--- src/hw/ptv_pkg.sv ---
// Purpose: Constants for the PCI-to-VME window 1 decode block
// Assumes: 32-bit APB data, one aligned word per register
// Notes:   Offsets are byte addresses
package ptv_pkg;

  // ----------------------------------------------------------------
  // Register offsets
  // ----------------------------------------------------------------
  localparam logic [11:0] OFS_CONTROL = 12'h0114;
  localparam logic [11:0] OFS_BASE    = 12'h0118;
  localparam logic [11:0] OFS_BOUND   = 12'h011c;
  localparam logic [11:0] OFS_XLATE   = 12'h0120;

  // ----------------------------------------------------------------
  // Control field positions
  // ----------------------------------------------------------------
  localparam int BIT_ENABLE   = 31;
  localparam int BIT_POSTED   = 30;
  localparam int WID_HI       = 23;
  localparam int WID_LO       = 22;
  localparam int SPC_HI       = 18;
  localparam int SPC_LO       = 16;
  localparam int BIT_PROGRAM  = 14;
  localparam int BIT_SUPER    = 12;
  localparam int BIT_BLOCK    = 8;
  localparam int BIT_IOSPACE  = 0;
  localparam int WIN_LSB      = 16;

  // ----------------------------------------------------------------
  // Encodings and reset values
  // ----------------------------------------------------------------
  localparam logic [1:0] WIDTH_D8   = 2'h0;
  localparam logic [1:0] WIDTH_D16  = 2'h1;
  localparam logic [1:0] WIDTH_D32  = 2'h2;
  localparam logic [1:0] WIDTH_D64  = 2'h3;
  localparam logic [1:0] WIDTH_RST  = 2'h2;
  localparam logic [2:0] SPACE_A16  = 3'h0;
  localparam logic [2:0] SPACE_A24  = 3'h1;
  localparam logic [2:0] SPACE_A32  = 3'h2;
  localparam logic [2:0] SPACE_CSR  = 3'h5;
  localparam logic [2:0] SPACE_USR1 = 3'h6;
  localparam logic [2:0] SPACE_USR2 = 3'h7;
  localparam logic [15:0] WIN_RST   = 16'h0000;

endpackage : ptv_pkg

--- src/hw/ptv_cmp.sv ---
// Purpose: Window hit and address translation datapath
// Assumes: Upper 16 address bits only, 64 Kbyte granularity
// Notes:   Purely combinational
`timescale 1ns/1ns
module ptv_cmp #(
  parameter int AW = 16
) (
  // Programmed window
  input  wire logic [AW-1:0] baseHi,
  input  wire logic [AW-1:0] boundHi,
  input  wire logic [AW-1:0] offsetHi,
  // Incoming address
  input  wire logic [AW-1:0] addrHi,
  // Results
  output logic             inRange,
  output logic [AW-1:0]    xlatHi
);

  // ----------------------------------------------------------------
  // Compare and add
  // ----------------------------------------------------------------
  logic aboveBase;  // At or above base
  logic belowBound; // Strictly below bound, or no bound
  assign aboveBase  = addrHi >= baseHi;
  assign belowBound = (boundHi == '0) || (addrHi < boundHi);
  assign inRange    = aboveBase && belowBound;
  // Carry out is dropped on purpose: wraps modulo 4 Gbyte
  assign xlatHi     = addrHi + offsetHi;

endmodule : ptv_cmp

--- src/hw/ptv_window1.sv ---
// Purpose: APB registers and decode for PCI-to-VME window 1
// Assumes: PCI address presented synchronous to clk_sys
// Notes:   Zero-wait APB slave; unmapped reads give zero, pslverr
//
// Summary of operation
// - Block select only for A24/A32 narrow widths
// - A24/A32 64-bit may use multiplexed block
// - I/O space forces coupled, ignores posting
// - Width field 23:22, reset 32-bit
// - Space field 18:16, two codes reserved
// - Bit 14 selects program or data
// - Bit 12 selects supervisor or user
// - Bit 8 allows single block transfers
// - Bit 0 selects PCI I/O space
// - Base is lowest decoded address
// - Claim when base <= addr < bound
// - Zero bound means no upper limit
// - 64 Kbyte granularity, low bits read zero
// - VME upper bits = PCI plus offset
//
// Local design decision: register access over APB.
`timescale 1ns/1ns
module ptv_window1 #(
  parameter int AW = 32
) (
  // Clock and reset
  input  wire logic          clk_sys,
  input  wire logic          rst,
  // APB slave
  input  wire logic          psel,
  input  wire logic          penable,
  input  wire logic          pwrite,
  input  wire logic [11:0]   paddr,
  input  wire logic [31:0]   pwdata,
  output logic [31:0]        prdata,
  output logic               pready,
  output logic               pslverr,
  // PCI side address
  input  wire logic [AW-1:0] pciAddr,
  input  wire logic          pciValid,
  // Decode results toward the VME engine
  output logic               windowHit,
  output logic [AW-1:0]      vmeAddr,
  output logic [2:0]         vmeSpace,
  output logic [1:0]         vmeWidth,
  output logic               amProgram,
  output logic               amSuper,
  output logic               singleBlockOk,
  output logic               multiBlockOk,
  output logic               postWrites,
  output logic               spaceReserved
);

  // ----------------------------------------------------------------
  // Elaboration check
  // ----------------------------------------------------------------
  if (AW != 32) begin : g_badAw
    $error("ptv_window1 serves only a 32-bit address");
  end

  // ----------------------------------------------------------------
  // Control and window registers
  // ----------------------------------------------------------------
  logic        enable_r;     // Window enable
  logic        posted_r;     // Posted write allow
  logic [1:0]  width_r;      // Max VME data width
  logic [2:0]  space_r;      // VME address space
  logic        program_r;    // Program/data select
  logic        super_r;      // Privilege select
  logic        block_r;      // Block transfer select
  logic        ioSpace_r;    // PCI space select
  logic [15:0] base_r;       // Base, bits 31:16
  logic [15:0] bound_r;      // Bound, bits 31:16
  logic [15:0] offset_r;     // Offset, bits 31:16

  logic        wrStrobe;     // Write takes effect this edge
  logic        mapped;       // Address decodes to a register
  logic [31:0] ctlWord;      // Control register read image

  // Access phase with pready high; slave never waits
  assign pready   = 1'b1;
  assign wrStrobe = psel && penable && pwrite;
  assign mapped   = (paddr == ptv_pkg::OFS_CONTROL) ||
                    (paddr == ptv_pkg::OFS_BASE)    ||
                    (paddr == ptv_pkg::OFS_BOUND)   ||
                    (paddr == ptv_pkg::OFS_XLATE);
  // Unmapped access answers with an error, no state change
  assign pslverr  = psel && penable && !mapped;

  // Control register; enable, space and I/O select reset to zero
  // though undefined, so the window starts closed and safe
  always_ff @(posedge clk_sys) begin
    if (rst) begin
      enable_r  <= 1'b0;
      posted_r  <= 1'b0;
      width_r   <= ptv_pkg::WIDTH_RST;
      space_r   <= ptv_pkg::SPACE_A16;
      program_r <= 1'b0;
      super_r   <= 1'b0;
      block_r   <= 1'b0;
      ioSpace_r <= 1'b0;
    end else if (wrStrobe && paddr == ptv_pkg::OFS_CONTROL) begin
      enable_r  <= pwdata[ptv_pkg::BIT_ENABLE];
      posted_r  <= pwdata[ptv_pkg::BIT_POSTED];
      width_r   <= pwdata[ptv_pkg::WID_HI:ptv_pkg::WID_LO];
      space_r   <= pwdata[ptv_pkg::SPC_HI:ptv_pkg::SPC_LO];
      program_r <= pwdata[ptv_pkg::BIT_PROGRAM];
      super_r   <= pwdata[ptv_pkg::BIT_SUPER];
      block_r   <= pwdata[ptv_pkg::BIT_BLOCK];
      ioSpace_r <= pwdata[ptv_pkg::BIT_IOSPACE];
    end
  end

  // Window registers; only the upper half is stored
  always_ff @(posedge clk_sys) begin
    if (rst) begin
      base_r   <= ptv_pkg::WIN_RST;
      bound_r  <= ptv_pkg::WIN_RST;
      offset_r <= ptv_pkg::WIN_RST;
    end else if (wrStrobe) begin
      if (paddr == ptv_pkg::OFS_BASE) begin
        base_r <= pwdata[31:ptv_pkg::WIN_LSB];
      end
      if (paddr == ptv_pkg::OFS_BOUND) begin
        bound_r <= pwdata[31:ptv_pkg::WIN_LSB];
      end
      if (paddr == ptv_pkg::OFS_XLATE) begin
        offset_r <= pwdata[31:ptv_pkg::WIN_LSB];
      end
    end
  end

  // ----------------------------------------------------------------
  // Read path
  // ----------------------------------------------------------------
  // Reserved control bits read as zero
  always_comb begin
    ctlWord = 32'h0000_0000;
    ctlWord[ptv_pkg::BIT_ENABLE]                = enable_r;
    ctlWord[ptv_pkg::BIT_POSTED]                = posted_r;
    ctlWord[ptv_pkg::WID_HI:ptv_pkg::WID_LO]    = width_r;
    ctlWord[ptv_pkg::SPC_HI:ptv_pkg::SPC_LO]    = space_r;
    ctlWord[ptv_pkg::BIT_PROGRAM]               = program_r;
    ctlWord[ptv_pkg::BIT_SUPER]                 = super_r;
    ctlWord[ptv_pkg::BIT_BLOCK]                 = block_r;
    ctlWord[ptv_pkg::BIT_IOSPACE]               = ioSpace_r;
  end

  // Read data is registered in the setup cycle, valid in access
  always_ff @(posedge clk_sys) begin
    if (rst) begin
      prdata <= 32'h0000_0000;
    end else if (psel && !penable && !pwrite) begin
      unique case (paddr)
        ptv_pkg::OFS_CONTROL: prdata <= ctlWord;
        ptv_pkg::OFS_BASE:    prdata <= {base_r, 16'h0000};
        ptv_pkg::OFS_BOUND:   prdata <= {bound_r, 16'h0000};
        ptv_pkg::OFS_XLATE:   prdata <= {offset_r, 16'h0000};
        default:              prdata <= 32'h0000_0000;
      endcase
    end
  end

  // ----------------------------------------------------------------
  // Decode datapath
  // ----------------------------------------------------------------
  logic        inRange;  // Address inside base/bound
  logic [15:0] xlatHi;   // Translated upper address

  ptv_cmp #(
    .AW (16)
  ) u_cmp (
    .baseHi   (base_r),
    .boundHi  (bound_r),
    .offsetHi (offset_r),
    .addrHi   (pciAddr[31:16]),
    .inRange  (inRange),
    .xlatHi   (xlatHi)
  );

  // ----------------------------------------------------------------
  // Attribute decode
  // ----------------------------------------------------------------
  logic wideSpace;  // A24 or A32 selected
  assign wideSpace = (space_r == ptv_pkg::SPACE_A24) ||
                     (space_r == ptv_pkg::SPACE_A32);

  // Registered results so the VME engine sees clean flops
  always_ff @(posedge clk_sys) begin
    if (rst) begin
      windowHit     <= 1'b0;
      vmeAddr       <= '0;
      vmeSpace      <= ptv_pkg::SPACE_A16;
      vmeWidth      <= ptv_pkg::WIDTH_RST;
      amProgram     <= 1'b0;
      amSuper       <= 1'b0;
      singleBlockOk <= 1'b0;
      multiBlockOk  <= 1'b0;
      postWrites    <= 1'b0;
      spaceReserved <= 1'b0;
    end else begin
      windowHit     <= pciValid && enable_r && inRange;
      vmeAddr       <= {xlatHi, pciAddr[15:0]};
      vmeSpace      <= space_r;
      vmeWidth      <= width_r;
      amProgram     <= program_r;
      amSuper       <= super_r;
      // Block select only counts for narrow widths in A24/A32
      singleBlockOk <= block_r && wideSpace &&
                       (width_r != ptv_pkg::WIDTH_D64);
      // 64-bit in A24/A32 may go multiplexed regardless
      multiBlockOk  <= wideSpace &&
                       (width_r == ptv_pkg::WIDTH_D64);
      // I/O space window is always coupled
      postWrites    <= posted_r && !ioSpace_r;
      spaceReserved <= (space_r == 3'h3) ||
                       (space_r == 3'h4);
    end
  end

endmodule : ptv_window1

--- config.mk ---
export PLATFORM = sky130hd
export DESIGN_NAME = ptv_window1
export DESIGN_NICKNAME = d
export VERILOG_FILES = /design/src/hw/ptv_pkg.sv /design/src/hw/ptv_cmp.sv /design/src/hw/ptv_window1.sv
export SDC_FILE = /design/constraint.sdc
export NUM_CORES = 1
export LEC_CHECK = 0
export ABC_AREA = 1
export BUFFER_PORTS_ARGS = -buffer_cell sky130_fd_sc_hd__buf_2
export CORE_UTILIZATION = 58
export DETAILED_ROUTE_END_ITERATION = 16
export PLACE_DENSITY_LB_ADDON = 0.05
export SYNTH_ARGS = -nofsm -noshare
export SYNTH_HDL_FRONTEND = slang
export SYNTH_HIERARCHICAL = 1
export SYNTH_SLANG_ARGS = --single-unit
--- constraint.sdc ---
create_clock -name clk_sys -period 4.36 [get_ports clk_sys]
set_clock_uncertainty 0.15 [all_clocks]
set_input_delay 0.218 -clock clk_sys [delete_from_list [all_inputs] [get_ports clk_sys]]
set_output_delay 0.218 -clock clk_sys [all_outputs]
set_load 0.05 [all_outputs]
==> metrics.md <==
| Metric | Value |
|---|---|
| RR Startpoint | `offset_r[0]` |
| Post-synthesis compound-gate area fraction | `0.149` |
| CTS Buf Count | `17` |
| Area Overhead vs Synth | `24.1%` |
| Placement Rows | `38` |
| Critical Path RT | `about 4.5 ns` |
| Failing checks | `negative hold slack` |
| Crit. End Element | `flop` |
| Overall Global Routing Usage | `0.284` |
| R2R depth | `10` |
| Largest net degree at the start of global routing | `70` |
| DRC viols | `0` |
| Share of Yosys cell area claimed by the top area cell type | `0.370` |
| Detailed-route wire length per cell | `approximately 14 um` |
| Sequential share of the synthesized area | `0.370` |
| Tightest Pin Transition | `approximately 1.2 ns` |
| Synthesized area | `around 6700 um^2` |
| Routed WL | `16600 um` |
| Filler Cell Count | `between 800 and 900` |
| Vias in the first global route | `between 5000 and 6000` |
| Synth Area in Simple Gates | `0.244` |
| Worst hold stages | `3` |
| Yosys top cell by area | `dfxtp_1` |
| RSZ-0062 raised after global routing | `false` |
| DRT iter0 DRCs | `407` |
| Pleak | `~4.2 nW` |
| Placer congestion estimate | `about 0.89` |
| Hold_sp | `pwdata[22]` |
| Post-CTS setup buffers | `0` |
| Antenna violations before repair | `0` |
| Via density per instance | `a little over 5` |
| Clock period minus worst slack | `about 2.5 ns` |
| Worst vdd ir | `roughly 0.27 mV` |
| #FFs+latches synth | `approximately 120` |
| Cell Pwr Density | `about 360 nW/um^2` |
| Post-Route Setup TNS | `0 ns` |
| Distinct cells, synth | `40` |
| DR vias | `6124` |
| Hold Vio Cnt, Final | `1` |
| Critical path type | `in -> reg` |
| CTS Sinks | `between 100 and 150` |
| Hold Worst Slack | `-0.00230 ns` |
| Post-synth EDFFs | `0` |
| Synth top cells by count | `nand2_1 (167), inv_1 (138), dfxtp_1 (123)` |
| Synth Instances | `880` |
| Warning count from the yosys run | `6` |
| Mux contribution to synthesized area | `0` |
| Clock Path Buffers | `2` |
| Worst-path clk slew | `0.05 ns` |
| Worst path arrival time | `approximately 2.7 ns` |
| Top-count cell post-synth | `nand2_1` |
| Max-Cap Viols | `0` |
| CTS tree | `done` |
| Hold crit path type | `in -> reg` |
| Dpl hpwl | `about 11000 um` |
| Max Slew Vio Count | `0` |
| Post-route insts no fill | `about 1200` |
| DR pass1 iterations | `6` |
| Die Span Y | `~110 um` |
| Ys async rst share | `0` |
| Placed Cells | `1120` |
| Startpoint types | `input port` |
| Xor/xnor share of the synthesized area | `0.0158` |
| Synth Flop Type | `dfxtp_1` |
| Total gr overflow | `0` |
| Multi-input logic area | `~3400 um^2` |
| Clock root buffer | `clkbuf_16` |
| FF-to-FF End | `vmeAddr[26]` |
| # diodes | `0` |
| Initial Utilization | `0.603` |
| Largest family of logic cells by synthesized area | `simple AND/OR/NAND/NOR gates` |
| Die width | `between 100 and 150 um` |
| FF+latch area | `about 2500 um^2` |
| First-pass GRT wire length | `around 26000 um` |
| Reg-to-reg setup timing slack | `roughly 2.3 ns` |
| Crit path max fanout | `36` |
| Average size of a mapped cell | `roughly 7.6 um^2` |
| Buffers on Ports | `between 100 and 150` |
| Ratio of final minimum period to clock period | `0.580` |
| Top Ports | `160` |
| Synth area leaders | `dfxtp_1 (37%), nand2_1 (9.4%), ha_1 (8.6%)` |
| Core Area | `between 10000 and 15000 um^2` |
| Ratio of cells with drive above 1 in the final layout | `0.207` |
| Slew margin rel. | `0.219` |
| Count of final setup violators | `0` |
| DRT antenna net count | `0` |
| Status | `finished, violations left` |
| Synth Area in Adders | `0.0895` |
| # nets final | `1164` |
| Die area | `roughly 12000 um^2` |
| WHS Endpoint | `offset_r[6]` |
| H-tree Lvls | `4` |
| Fmax | `just under 0.4 GHz` |
| Skew-Pair Late Insertion Delay | `~0.41 ns` |
cell families after synthesis:
| logic type | Yosys count |
|---|---|
| other | 2 |
| buffers and inverters | 193 |
| xor gates and xnor gates | 12 |
| AOI/OAI and AO/OA | 144 |
| and+or+nand+nor | 359 |
| adders and majority gates | 47 |
| DFF | 123 |
how the worst max path moves through the flow:
stage                            from          end  cells past startpoint
final                        paddr[9]   bound_r[1]                      9
after global routing         paddr[9]   bound_r[1]                      9
after CTS                    paddr[9]   bound_r[1]                      9
after detailed placement     paddr[9]   bound_r[3]                      9
after global placement       paddr[9]   bound_r[0]                      9
after floorplan           offset_r[0]  vmeAddr[26]                     10
routing by layer:
layer  wire length [um]  global-route usage
met1               7040               0.350
met3                946              0.0544
met5                  0                   0
met2               8280               0.487
met4                342               0.111
critical path, stage by stage:
cell and delay (ns):
buf_2 0.09, inv_1 0.04, nand2_1 0.07, nor2_4 0.41, buf_4 0.43, nand3_2 0.15
nor3_4 0.91, nand2_1 0.16, o211a_1 0.18
cell type report:
type / count / share of cell area
multi-input cells: 575 / 0.408
flip-flops and latches: 123 / 0.298
repair buffers: 174 / 0.129
inverters: 144 / 0.0656
clock buffers: 20 / 0.0565
clock inverters: 12 / 0.0223
well taps: 140 / 0.0212
placed cells by master (no fill, tap or decap), types with 10 or more instances in the layout:
cell | Yosys | final
nor2_1 | 74 | 74
nand3_1 | 77 | 77
inv_1 | 138 | 138
o211a_1 | 32 | 32
nand2_1 | 167 | 167
ha_1 | 46 | 46
a211oi_2 | 10 | 10
o21ai_1 | 22 | 22
dfxtp_1 | 123 | 123
xor2_1 | 10 | 10
clkbuf_16 | 0 | 17
a21oi_1 | 59 | 59
dlygate4sd3_1 | 0 | 36
conb_1 | 2 | 13
buf_2 | 9 | 134
power by group:
| group | switching [W] | leakage (nW) | internal [W] |
|---|---|---|---|
| Clock | 0.000531 | 0.314 | 0.00101 |
| Sequential | 0.00000393 | 1.00 | 0.00114 |
| Combinational | 0.000211 | 2.88 | 0.0000984 |
| Total | 0.000746 | 4.19 | 0.00225 |
through the flow:
stage | power (W) | utilization | instance area (um^2) | setup slack, ns
floorplan | 0.00138 | - | 6700 | 2.56
global placement | 0.00145 | 0.657 | 7240 | 1.58
detailed placement | 0.00145 | 0.657 | 7240 | 1.54
CTS | 0.00300 | 0.748 | 8260 | 1.89
global route | 0.00308 | 0.748 | 8260 | 1.60
finish | 0.00299 | 0.748 | 8260 | 1.83
state kept, by name (all words and copies together), names as in the netlist, 2 cells and up:
register  count
space_r       3
vmeAddr      32
width_r       2
base_r       16
offset_r     16
bound_r      16
prdata       20
vmeWidth      2
vmeSpace      3
what timing repair did:
item | CTS | global route
hold buffers | 36 | 0
gates resized for setup | 0 | 0
hold endpoints to repair | 41 | 0
(Power assumes the default switching activity.)
